File: config.mk
export PLATFORM = sky130hd
export DESIGN_NAME = frc_fault_relay
export DESIGN_NICKNAME = d
export VERILOG_FILES = /design/src/verilog/frc_fault_relay.v
export VERILOG_INCLUDE_DIRS = /design/src /design/src/verilog
export SDC_FILE = /design/constraint.sdc
export NUM_CORES = 2
export LEC_CHECK = 0
export BUFFER_PORTS_ARGS = -buffer_cell sky130_fd_sc_hd__buf_4
export CAP_MARGIN = 20
export CORE_MARGIN = 2
export CORE_UTILIZATION = 55
export CTS_CLUSTER_SIZE = 8
export DETAILED_ROUTE_END_ITERATION = 12
export GPL_TIMING_DRIVEN = 0
export PLACE_DENSITY = 0.71
export SLEW_MARGIN = 5
export SYNTH_ARGS = -nofsm -noshare
export SYNTH_HDL_FRONTEND = slang
export SYNTH_SLANG_ARGS = --single-unit
File: constraint.sdc
create_clock -name core_clk -period 6.1 [get_ports core_clk]
set_clock_uncertainty 0.05 [all_clocks]
set_input_delay 1.22 -clock core_clk [delete_from_list [all_inputs] [get_ports core_clk]]
set_output_delay 1.22 -clock core_clk [all_outputs]
set_load 0.01 [all_outputs]
File: src/verilog/frc_defines.vh
// offsets, fields, reset values and timing counts of the fault relay block
`ifndef FRC_DEFINES_VH
`define FRC_DEFINES_VH

`define FRC_ADDR_W          8
`define FRC_CTRL            8'h00
`define FRC_STATUS          8'h04
`define FRC_IRQ_STAT        8'h08
`define FRC_IRQ_MASK        8'h0c
`define FRC_SYS_SEL         8'h10
`define FRC_PORT_SEL        8'h14
`define FRC_REL_OFS_CFG     5'h00
`define FRC_REL_OFS_LINK    5'h04
`define FRC_REL_OFS_ON      5'h08
`define FRC_REL_OFS_OFF     5'h0c
`define FRC_REL_OFS_RST     5'h10
`define FRC_REL_OFS_HOLD    5'h14

`define FRC_CTRL_APPLY      0
`define FRC_CFG_EN          0
`define FRC_CFG_TYPE_LO     1
`define FRC_CFG_TYPE_HI     3
`define FRC_CFG_SEL         4
`define FRC_CFG_LEVEL       5

`define FRC_TYPE_LEVEL      3'h0
`define FRC_TYPE_DRY        3'h1
`define FRC_TYPE_SUPPLY     3'h2
`define FRC_TYPE_LINK       3'h3
`define FRC_TYPE_PING       3'h4
`define FRC_TYPE_RING       3'h5

`define FRC_NUM_RELAY       2
`define FRC_NUM_PORT        10
`define FRC_NUM_EVT         13

`define FRC_EVT_COLD        0
`define FRC_EVT_WARM        1
`define FRC_EVT_SUP1        2
`define FRC_EVT_SUP2        3
`define FRC_EVT_AUTH        4
`define FRC_EVT_TSYNC       5
`define FRC_EVT_RELAY       6
`define FRC_EVT_RING        7
`define FRC_EVT_XCVR        8
`define FRC_EVT_SENSE1      9
`define FRC_EVT_SENSE2      10
`define FRC_EVT_LOOP        11
`define FRC_EVT_PORT        12

`define FRC_PIN_RST         4'hc
`define FRC_CLK_HZ          200000000
`define FRC_TICK_S          1
`define FRC_SEC_CYCLES      (`FRC_TICK_S * `FRC_CLK_HZ)

`endif

File: src/verilog/frc_fault_relay.v
// fault relay controller with apb register file and event interrupt
//
// What this block does
// [RULE1] two relay outputs, open normally, closed while their fault is active
// [RULE2] each relay takes exactly one fault source type with own settings
// [RULE3] level mode: chosen sense input at chosen level closes relay, lamp on
// [RULE4] dry mode holds on and off periods, full 32-bit seconds each
// [RULE5] dry mode closes for on-period, then opens for off-period, repeating
// [RULE6] on 1 off 0 stays closed; on 0 off 1 stays open
// [RULE7] supply mode: chosen supply input lost closes relay, lamp on
// [RULE8] link mode: any masked port link down closes relay, lamp on
// [RULE9] ping mode closes relay, on reported failure opens for reset time
// [RULE10] after reset time closes again, monitoring paused for hold time
// [RULE11] ring mode: topology change indication closes relay, lamp on
// [RULE12] event selection kept as system group and port group
// [RULE13] system group flags for each listed system event
// [RULE14] port selection on link up, link down or both; default disabled
// [RULE15] per relay enable; relay settings take effect on apply strobe
// [RULE16] lamp lit while an enabled relay is closed by a detected fault
`timescale 1ns/1ps
`include "frc_defines.vh"

module frc_fault_relay #(
  parameter [31:0] SEC_CYCLES = `FRC_SEC_CYCLES
) (
  input  wire        core_clk,
  input  wire        rst_b,
  input  wire        psel,
  input  wire        penable,
  input  wire        pwrite,
  input  wire [7:0]  paddr,
  input  wire [31:0] pwdata,
  output reg  [31:0] prdata,
  output wire        pready,
  output reg         pslverr,
  input  wire [1:0]  sense_input,
  input  wire [1:0]  supply_ok,
  input  wire [9:0]  link_up,
  input  wire        ring_change,
  input  wire [1:0]  ping_fail,
  input  wire        cold_start_evt,
  input  wire        warm_start_evt,
  input  wire        auth_fail_evt,
  input  wire        time_sync_fail_evt,
  input  wire        xcvr_fail_evt,
  input  wire        loop_evt,
  output wire [1:0]  relay_close,
  output reg         fault_lamp,
  output wire [1:0]  ping_monitor,
  output wire        irq
);

  localparam ST_IDLE      = 6'h01;
  localparam ST_DRY_ON    = 6'h02;
  localparam ST_DRY_OFF   = 6'h04;
  localparam ST_PING_MON  = 6'h08;
  localparam ST_PING_OFF  = 6'h10;
  localparam ST_PING_HOLD = 6'h20;

  // apb access strobes
  wire        wr_en;
  wire        setup;
  wire        apply;
  assign pready = 1'b1;
  assign setup  = psel & ~penable;
  assign wr_en  = psel & penable & pwrite;
  assign apply  = wr_en & (paddr == `FRC_CTRL)
                  & pwdata[`FRC_CTRL_APPLY]; //RULE15

  // pin inputs: three stages, change taken when stages two and three agree
  reg  [3:0]  pin_s1;
  reg  [3:0]  pin_s2;
  reg  [3:0]  pin_s3;
  reg  [3:0]  pin_filt;
  always @(posedge core_clk or negedge rst_b) begin
    if (!rst_b) begin
      pin_s1   <= `FRC_PIN_RST;
      pin_s2   <= `FRC_PIN_RST;
      pin_s3   <= `FRC_PIN_RST;
      pin_filt <= `FRC_PIN_RST;
    end else begin
      pin_s1 <= {supply_ok, sense_input};
      pin_s2 <= pin_s1;
      pin_s3 <= pin_s2;
      if (pin_s2 == pin_s3) begin
        pin_filt <= pin_s3;
      end
    end
  end
  wire [1:0]  sense_filt;
  wire [1:0]  supply_filt;
  assign sense_filt  = pin_filt[1:0];
  assign supply_filt = pin_filt[3:2];

  // one pulse per second
  reg  [31:0] sec_cnt;
  reg         sec_tick;
  always @(posedge core_clk or negedge rst_b) begin
    if (!rst_b) begin
      sec_cnt  <= 32'h0;
      sec_tick <= 1'b0;
    end else if (sec_cnt >= SEC_CYCLES - 32'h1) begin
      sec_cnt  <= 32'h0;
      sec_tick <= 1'b1;
    end else begin
      sec_cnt  <= sec_cnt + 32'h1;
      sec_tick <= 1'b0;
    end
  end

  // relay channels
  wire [31:0] rd_rel [0:1];
  wire [1:0]  rel_fault;
  wire [1:0]  rel_close;
  assign relay_close = rel_close;

  genvar gi;
  generate
    for (gi = 0; gi < `FRC_NUM_RELAY; gi = gi + 1) begin : g_rel
      wire        hit;
      reg  [5:0]  sh_cfg;
      reg  [9:0]  sh_link;
      reg  [31:0] sh_on;
      reg  [31:0] sh_off;
      reg  [31:0] sh_rst;
      reg  [31:0] sh_hold;
      reg  [5:0]  a_cfg;
      reg  [9:0]  a_link;
      reg  [31:0] a_on;
      reg  [31:0] a_off;
      reg  [31:0] a_rst;
      reg  [31:0] a_hold;
      reg  [5:0]  st;
      reg  [5:0]  next_st;
      reg  [31:0] cnt;
      reg         ring_seen;
      reg         cond;
      reg         close_r;
      reg  [31:0] per;
      reg  [31:0] rd;
      wire [2:0]  typ;
      wire        en;
      wire [32:0] cnt_inc;
      wire        done;

      assign hit = ({29'h0, paddr[7:5]} == gi + 1);
      assign typ = a_cfg[`FRC_CFG_TYPE_HI:`FRC_CFG_TYPE_LO]; //RULE2
      assign en  = a_cfg[`FRC_CFG_EN];

      // shadow settings written by software
      always @(posedge core_clk or negedge rst_b) begin
        if (!rst_b) begin
          sh_cfg  <= 6'h0;
          sh_link <= 10'h0;
          sh_on   <= 32'h0;
          sh_off  <= 32'h0;
          sh_rst  <= 32'h0;
          sh_hold <= 32'h0;
        end else if (wr_en && hit) begin
          case (paddr[4:0])
            `FRC_REL_OFS_CFG:  sh_cfg  <= pwdata[5:0];
            `FRC_REL_OFS_LINK: sh_link <= pwdata[9:0]; //RULE8
            `FRC_REL_OFS_ON:   sh_on   <= pwdata; //RULE4
            `FRC_REL_OFS_OFF:  sh_off  <= pwdata; //RULE4
            `FRC_REL_OFS_RST:  sh_rst  <= pwdata;
            `FRC_REL_OFS_HOLD: sh_hold <= pwdata;
            default: sh_cfg <= sh_cfg;
          endcase
        end
      end

      always @* begin
        case (paddr[4:0])
          `FRC_REL_OFS_CFG:  rd = {26'h0, sh_cfg};
          `FRC_REL_OFS_LINK: rd = {22'h0, sh_link};
          `FRC_REL_OFS_ON:   rd = sh_on;
          `FRC_REL_OFS_OFF:  rd = sh_off;
          `FRC_REL_OFS_RST:  rd = sh_rst;
          `FRC_REL_OFS_HOLD: rd = sh_hold;
          default:           rd = 32'h0;
        endcase
      end
      assign rd_rel[gi] = rd;

      // period of the running timer and its expiry
      always @* begin
        case (st)
          ST_DRY_ON:   per = a_on;
          ST_DRY_OFF:  per = a_off;
          ST_PING_OFF: per = a_rst;
          default:     per = a_hold;
        endcase
      end
      assign cnt_inc = {1'b0, cnt} + 33'h1;
      assign done = (per == 32'h0) | (sec_tick & (cnt_inc >= {1'b0, per}));

      always @* begin
        next_st = st;
        case (st)
          ST_IDLE: next_st = ST_IDLE;
          ST_DRY_ON: begin
            if ((a_off != 32'h0)
                && ((a_on == 32'h0) || done)) begin //RULE5 RULE6
              next_st = ST_DRY_OFF;
            end
          end
          ST_DRY_OFF: begin
            if ((a_on != 32'h0) && done) begin //RULE5 RULE6
              next_st = ST_DRY_ON;
            end
          end
          ST_PING_MON: begin
            if (ping_fail[gi]) begin //RULE9
              next_st = ST_PING_OFF;
            end
          end
          ST_PING_OFF: begin
            if (done) begin //RULE10
              next_st = ST_PING_HOLD;
            end
          end
          ST_PING_HOLD: begin
            if (done) begin //RULE10
              next_st = ST_PING_MON;
            end
          end
          default: next_st = ST_IDLE;
        endcase
      end

      // apply copies settings and restarts the mode
      always @(posedge core_clk or negedge rst_b) begin
        if (!rst_b) begin
          a_cfg     <= 6'h0;
          a_link    <= 10'h0;
          a_on      <= 32'h0;
          a_off     <= 32'h0;
          a_rst     <= 32'h0;
          a_hold    <= 32'h0;
          st        <= ST_IDLE;
          cnt       <= 32'h0;
          ring_seen <= 1'b0;
        end else if (apply) begin //RULE15
          a_cfg     <= sh_cfg;
          a_link    <= sh_link;
          a_on      <= sh_on;
          a_off     <= sh_off;
          a_rst     <= sh_rst;
          a_hold    <= sh_hold;
          cnt       <= 32'h0;
          ring_seen <= 1'b0;
          case (sh_cfg[`FRC_CFG_TYPE_HI:`FRC_CFG_TYPE_LO])
            `FRC_TYPE_DRY:  st <= ST_DRY_ON;
            `FRC_TYPE_PING: st <= ST_PING_MON; //RULE9
            default:        st <= ST_IDLE;
          endcase
        end else begin
          st <= next_st;
          if (next_st != st) begin
            cnt <= 32'h0;
          end else if (sec_tick) begin
            cnt <= cnt_inc[31:0];
          end
          if (ring_change && en && (typ == `FRC_TYPE_RING)) begin
            ring_seen <= 1'b1; //RULE11
          end
        end
      end

      always @* begin
        case (typ)
          `FRC_TYPE_LEVEL:
            cond = sense_filt[a_cfg[`FRC_CFG_SEL]]
                   == a_cfg[`FRC_CFG_LEVEL]; //RULE3
          `FRC_TYPE_DRY:
            cond = (st == ST_DRY_ON) && (a_on != 32'h0); //RULE5 RULE6
          `FRC_TYPE_SUPPLY:
            cond = ~supply_filt[a_cfg[`FRC_CFG_SEL]]; //RULE7
          `FRC_TYPE_LINK:
            cond = |(a_link & ~link_up); //RULE8
          `FRC_TYPE_PING:
            cond = (st == ST_PING_MON) || (st == ST_PING_HOLD); //RULE9 RULE10
          `FRC_TYPE_RING:
            cond = ring_seen; //RULE11
          default:
            cond = 1'b0;
        endcase
      end

      always @(posedge core_clk or negedge rst_b) begin
        if (!rst_b) begin
          close_r <= 1'b0;
        end else begin
          close_r <= en & cond; //RULE1 RULE15
        end
      end
      assign rel_close[gi] = close_r;

      assign rel_fault[gi] = rel_close[gi] & (typ != `FRC_TYPE_DRY)
                             & (typ != `FRC_TYPE_PING);
      assign ping_monitor[gi] = en & (st == ST_PING_MON); //RULE10
    end
  endgenerate

  // lamp and event edges
  reg  [9:0]  link_prev;
  reg  [3:0]  pin_prev;
  always @(posedge core_clk or negedge rst_b) begin
    if (!rst_b) begin
      fault_lamp <= 1'b0;
      link_prev  <= 10'h0;
      pin_prev   <= `FRC_PIN_RST;
    end else begin
      fault_lamp <= |rel_fault; //RULE3 RULE7 RULE8 RULE11 RULE16
      link_prev  <= link_up;
      pin_prev   <= pin_filt;
    end
  end

  reg  [19:0] port_sel;
  wire [9:0]  port_hit;
  generate
    for (gi = 0; gi < `FRC_NUM_PORT; gi = gi + 1) begin : g_port
      assign port_hit[gi] =
        (port_sel[2*gi]   &  link_up[gi] & ~link_prev[gi]) | //RULE14
        (port_sel[2*gi+1] & ~link_up[gi] &  link_prev[gi]);  //RULE14
    end
  endgenerate

  wire [12:0] evt_raw;
  assign evt_raw[`FRC_EVT_COLD]   = cold_start_evt;
  assign evt_raw[`FRC_EVT_WARM]   = warm_start_evt;
  assign evt_raw[`FRC_EVT_SUP1]   = pin_prev[2] & ~pin_filt[2];
  assign evt_raw[`FRC_EVT_SUP2]   = pin_prev[3] & ~pin_filt[3];
  assign evt_raw[`FRC_EVT_AUTH]   = auth_fail_evt;
  assign evt_raw[`FRC_EVT_TSYNC]  = time_sync_fail_evt;
  assign evt_raw[`FRC_EVT_RELAY]  = (|rel_fault) & ~fault_lamp;
  assign evt_raw[`FRC_EVT_RING]   = ring_change;
  assign evt_raw[`FRC_EVT_XCVR]   = xcvr_fail_evt;
  assign evt_raw[`FRC_EVT_SENSE1] = pin_prev[0] ^ pin_filt[0];
  assign evt_raw[`FRC_EVT_SENSE2] = pin_prev[1] ^ pin_filt[1];
  assign evt_raw[`FRC_EVT_LOOP]   = loop_evt;
  assign evt_raw[`FRC_EVT_PORT]   = |port_hit; //RULE12

  // selection, sticky status and mask
  reg  [11:0] sys_sel;
  reg  [12:0] irq_stat;
  reg  [12:0] irq_mask;
  wire [12:0] evt_set;
  assign evt_set = evt_raw & {1'b1, sys_sel}; //RULE12 RULE13
  assign irq = |(irq_stat & irq_mask);

  always @(posedge core_clk or negedge rst_b) begin
    if (!rst_b) begin
      sys_sel  <= 12'h0;
      port_sel <= 20'h0;
      irq_mask <= 13'h0;
      irq_stat <= 13'h0;
    end else begin
      if (wr_en && (paddr == `FRC_SYS_SEL)) begin
        sys_sel <= pwdata[11:0]; //RULE13
      end
      if (wr_en && (paddr == `FRC_PORT_SEL)) begin
        port_sel <= pwdata[19:0]; //RULE14
      end
      if (wr_en && (paddr == `FRC_IRQ_MASK)) begin
        irq_mask <= pwdata[12:0];
      end
      if (wr_en && (paddr == `FRC_IRQ_STAT)) begin
        irq_stat <= (irq_stat & ~pwdata[12:0]) | evt_set;
      end else begin
        irq_stat <= irq_stat | evt_set;
      end
    end
  end

  // read data and error latched in the setup cycle
  reg  [31:0] rd_mux;
  reg         rd_bad;
  always @* begin
    rd_mux = 32'h0;
    rd_bad = 1'b0;
    if (paddr[7:5] == 3'h1) begin
      rd_mux = rd_rel[0];
      rd_bad = paddr[4:0] > `FRC_REL_OFS_HOLD;
    end else if (paddr[7:5] == 3'h2) begin
      rd_mux = rd_rel[1];
      rd_bad = paddr[4:0] > `FRC_REL_OFS_HOLD;
    end else begin
      case (paddr)
        `FRC_CTRL:     rd_mux = 32'h0;
        `FRC_STATUS:   rd_mux = {25'h0, pin_filt, fault_lamp, rel_close};
        `FRC_IRQ_STAT: rd_mux = {19'h0, irq_stat};
        `FRC_IRQ_MASK: rd_mux = {19'h0, irq_mask};
        `FRC_SYS_SEL:  rd_mux = {20'h0, sys_sel};
        `FRC_PORT_SEL: rd_mux = {12'h0, port_sel};
        default:       rd_bad = 1'b1;
      endcase
    end
    if (paddr[1:0] != 2'h0) begin
      rd_bad = 1'b1;
    end
  end

  always @(posedge core_clk or negedge rst_b) begin
    if (!rst_b) begin
      prdata  <= 32'h0;
      pslverr <= 1'b0;
    end else if (setup) begin
      prdata  <= rd_bad ? 32'h0 : rd_mux;
      pslverr <= rd_bad;
    end
  end

endmodule // frc_fault_relay

==> run_results.csv <==
group,metric,value,unit
sta,drv_slew,0,
final_layout,utilization,0.6341,
flow_run,drv_cap,0,
placed_design,place_area,0.04139,sq mm
detailed_routing,vias,32407,
sta,period_share,0.9464,
final_layout,fillers,5825,
detailed_routing,wirelength,136.3,mm
synthesis,synth_area_leaders,"dfrtp_1 (51%), nand2_1 (10%), mux2_2 (9.7%)",
floorplan,die_area,0.07343,sq mm
hold_path,hp-start,"pin_s1[0]",
clocking,clock_latency,0.68,ns
power,ir_worst_vdd,0.2852,mV
clocking,clockBufferDepth,3,
final_layout,drive_gt1_frac,0.1607,
hold_path,min_path_cells,0,
synthesis,syn_inst,3863,
critical_path,r2r_setup_slack,0.33,ns
floorplan,core,0.07027,sq mm
global_route,grt_util_all_layers,0.3700,
synthesis,ys_seq_area_frac,0.5180,
hold_path,hold_class,"reg2reg",
critical_path,rr_worst_depth,18,
critical_path,crit_fanout,10,
sta,period_minus_slack,5.773,ns
clocking,root_buffer,"clkbuf_16",
clocking,cts_sinks,811,
detailed_routing,post_drt_via_cell_ratio,6.381,
synthesis,yosys_warnings,0,
detailed_routing,antenna_left,0,
global_route,grt_pass1_vias,31637,
sta,fmax,173.2,MHz
global_route,grt_max_degree,120,
placed_design,place_ws,0.05245,ns
placed_design,dp.cells,4918,
sta,finalSetupViolCount,0,
sta,worst_pin_slew,1.190,ns
floorplan,rows,97,
critical_path,path_class,"reg2reg",
synthesis,yosysTopAreaCell,"dfrtp_1",
global_route,overflow,0,
global_route,met1_usage,0.5185,
floorplan,ios,108,
synthesis,yosysTopAreaCellShare,0.5100,
critical_path,crit_path_end_kind,"flop",
global_route,gr-usage-met3,0.09559,
synthesis,ys_seq_elements,811,
critical_path,required,6.57,ns
clocking,cts_tree,"built",
sta,setup_ws,0.3268,ns
critical_path,endpoint,"g_rel[0].cnt[8]",
clocking,htree_levels,3,
sta,max-slew-margin-rel,0.2045,
placed_design,port_buffers,103,
clocking,ctsHoldBuffers,0,
critical_path,start_kind,"flop",
synthesis,netlist_area,0.03920,sq mm
floorplan,die_x,271.0,um
global_route,grt-busiest-layer,"met2",
detailed_routing,post-route-drc-count,0,
global_route,use_met2,0.5347,
detailed_routing,wl_per_cell,26.83,um
status,outcome,"complete, no violations",
sta,final-hold-violation-count,0,
clocking,path_clk_slew,0.05,ns
synthesis,synth_cell_types,75,
clocking,numCtsBuffers,111,
synthesis,postSynth.asyncResetShare,1.000,
global_route,grt_pass1_wl,201.8,mm
final_layout,fin_cells,5079,
power,power,12.38,mW
final_layout,area_delta_synth_final,13.65,%
power,power.static_leakage,22.07,nW
floorplan,die_h,271.0,um
synthesis,avgSynthCellArea,10.15,sq um
critical_path,r2r-end,"g_rel[0].cnt[8]",
synthesis,synth_edf_count,0,
detailed_routing,drt_iter0_markers,4171,
final_layout,final_area,0.04456,sq mm
critical_path,cp.arrival,6.24,ns
synthesis,synth_ff_type,"dfrtp_1",
critical_path,critPathLaunch,"g_rel[0].st[2]",
critical_path,r2r-start,"g_rel[0].st[2]",
global_route,antenna_found_initial,2,
final_layout,finalNetCount,4227,
placed_design,dp_hpwl,101.6,mm
placed_design,gp_routability_congestion,0.9924,
sta,holdWs,0.2934,ns
power,p_per_area,277.9,mW/mm^2
final_layout,diodes,0,
sta,tns,0,ns
floorplan,initial_core_util,0.5579,
detailed_routing,firstDrtPassIters,10,
-- state kept, by name (all words and copies together) (netlist names), 12 cells and up --
register	flops
prdata	32
irq_mask	13
sys_sel	12
g_rel.sh_link	20
g_rel.sh_cfg	12
g_rel.sh_off	64
g_rel.sh_hold	64
g_rel.cnt	64
port_sel	20
g_rel.sh_on	64
g_rel.a_link	20
g_rel.a_on	64
sec_cnt	32
g_rel.sh_rst	64
irq_stat	13
g_rel.st	12
g_rel.a_hold	64
g_rel.a_off	64
g_rel.a_cfg	12
g_rel.a_rst	64
-- cells in the mapped netlist, types with 13 or more instances --
master	count
and2_1	18
nor3_2	30
nand4_1	63
buf_1	30
xnor2_1	77
nor2b_1	17
a21o_1	15
xor2_1	83
nor3_1	33
dfrtp_1	799
a211oi_1	13
nor2_1	151
a221o_1	52
a222oi_1	45
clkbuf_1	194
a221oi_1	39
a21oi_1	86
ha_1	67
nand2_1	1064
a21boi_0	17
mux2i_1	58
mux2_2	338
nand3_1	60
nor4_1	62
o21ai_0	121
a31oi_1	13
inv_1	28
a32o_1	13
and3_1	44
a22o_1	49
a22oi_1	31
-- worst min path at each step --
stage	end	slack, ns
floorplan	pin_s2[0]	0.28
global placement	pin_s2[0]	0.28
detailed placement	pin_s2[0]	0.29
CTS	pin_s2[0]	0.30
global route	pin_s2[0]	0.30
finish	pin_s2[0]	0.29
-- metal layers --
metal  part of all wire  vias to the layer above
met1               0.41                    16151
li1                   -                    14028
met5                  0                        -
met2               0.43                     1889
met3               0.11                      339
met4              0.055                        0
-- cells by family after synthesis --
| group | Yosys count | share of synthesized area |
|---|---|---|
| flip-flops | 811 | 0.5180 |
| buffers and inverters | 278 | 0.02939 |
| AO/OA/AOI/OAI | 559 | 0.1044 |
| other | 2 | 0.0001916 |
| XOR/XNOR | 160 | 0.03575 |
| multiplexers | 396 | 0.1119 |
| adder cells (fa/ha/maj) | 67 | 0.02138 |
| AND/OR/NAND/NOR | 1590 | 0.1789 |
-- worst max-delay path, stage by stage (launching register included) --
cell and delay, ns:
dfrtp_1 0.44, or3_1 0.39, clkbuf_1 0.18, nor4b_4 0.61, buf_2 0.37, buf_4 0.24, clkbuf_1 0.53, a222oi_1 0.33
ha_1 0.37, nand4_1 0.09, nor4_1 0.41, nand4_1 0.15, nand2_1 0.09, nor2_1 0.05, a41oi_2 0.40, a211oi_1 0.11
o21ai_2 0.40, buf_2 0.31, nor2_1 0.08
-- cells in the final DEF, fill, tap and decap left out, drive strengths merged, types with 6 or more instances in the layout --
| cell | netlist | layout |
|---|---|---|
| or4 | 7 | 7 |
| and2 | 18 | 18 |
| a221o | 52 | 52 |
| a221oi | 39 | 39 |
| nor2 | 151 | 151 |
| nor3 | 64 | 64 |
| xnor2 | 77 | 77 |
| a211oi | 13 | 13 |
| a222oi | 45 | 45 |
| xor2 | 83 | 83 |
| a31oi | 13 | 13 |
| inv | 28 | 29 |
| nor4 | 66 | 66 |
| o31ai | 12 | 12 |
| o22ai | 8 | 8 |
| a32o | 13 | 13 |
| a21boi | 17 | 17 |
| or2 | 6 | 6 |
| a21o | 15 | 15 |
| and4 | 7 | 7 |
| ha | 67 | 67 |
| or3 | 6 | 6 |
| a22o | 49 | 49 |
| nand4 | 63 | 63 |
| dfrtp | 799 | 799 |
| o21ai | 125 | 125 |
| nor4b | 6 | 6 |
| nand2 | 1064 | 1064 |
| a22oi | 31 | 31 |
| dfstp | 12 | 12 |
| clkbuf | 195 | 350 |
| mux2 | 338 | 338 |
| and3 | 44 | 44 |
| buf | 55 | 167 |
| o21a | 6 | 6 |
| mux2i | 58 | 58 |
| a21oi | 87 | 87 |
| nand3 | 60 | 60 |
| nor2b | 17 | 17 |
-- where the power goes --
group / switching (mW) / internal [mW] / total [mW]
Sequential: 0.152 / 5.53 / 5.68
Clock: 2.35 / 3.38 / 5.73
Combinational: 0.611 / 0.367 / 0.978
-- what timing repair did --
action,CTS,global route
setup endpoints to repair,4,63
setup buffers,0,0
gates resized for setup,1,5
-- cell type report --
class	count	area, sq um	area share
Buffer	250	1049	0.02353
Clock buffer	154	2982	0.06692
Tap cell	940	1176	0.02640
Inverter	28	105.1	0.002359
Multi-Input combinational cell	2777	17800	0.3995
Sequential cell	811	20310	0.4558
Timing Repair Buffer	113	993.5	0.02230
Clock inverter	6	142.6	0.003201
Power figures use the tool's default switching activity.
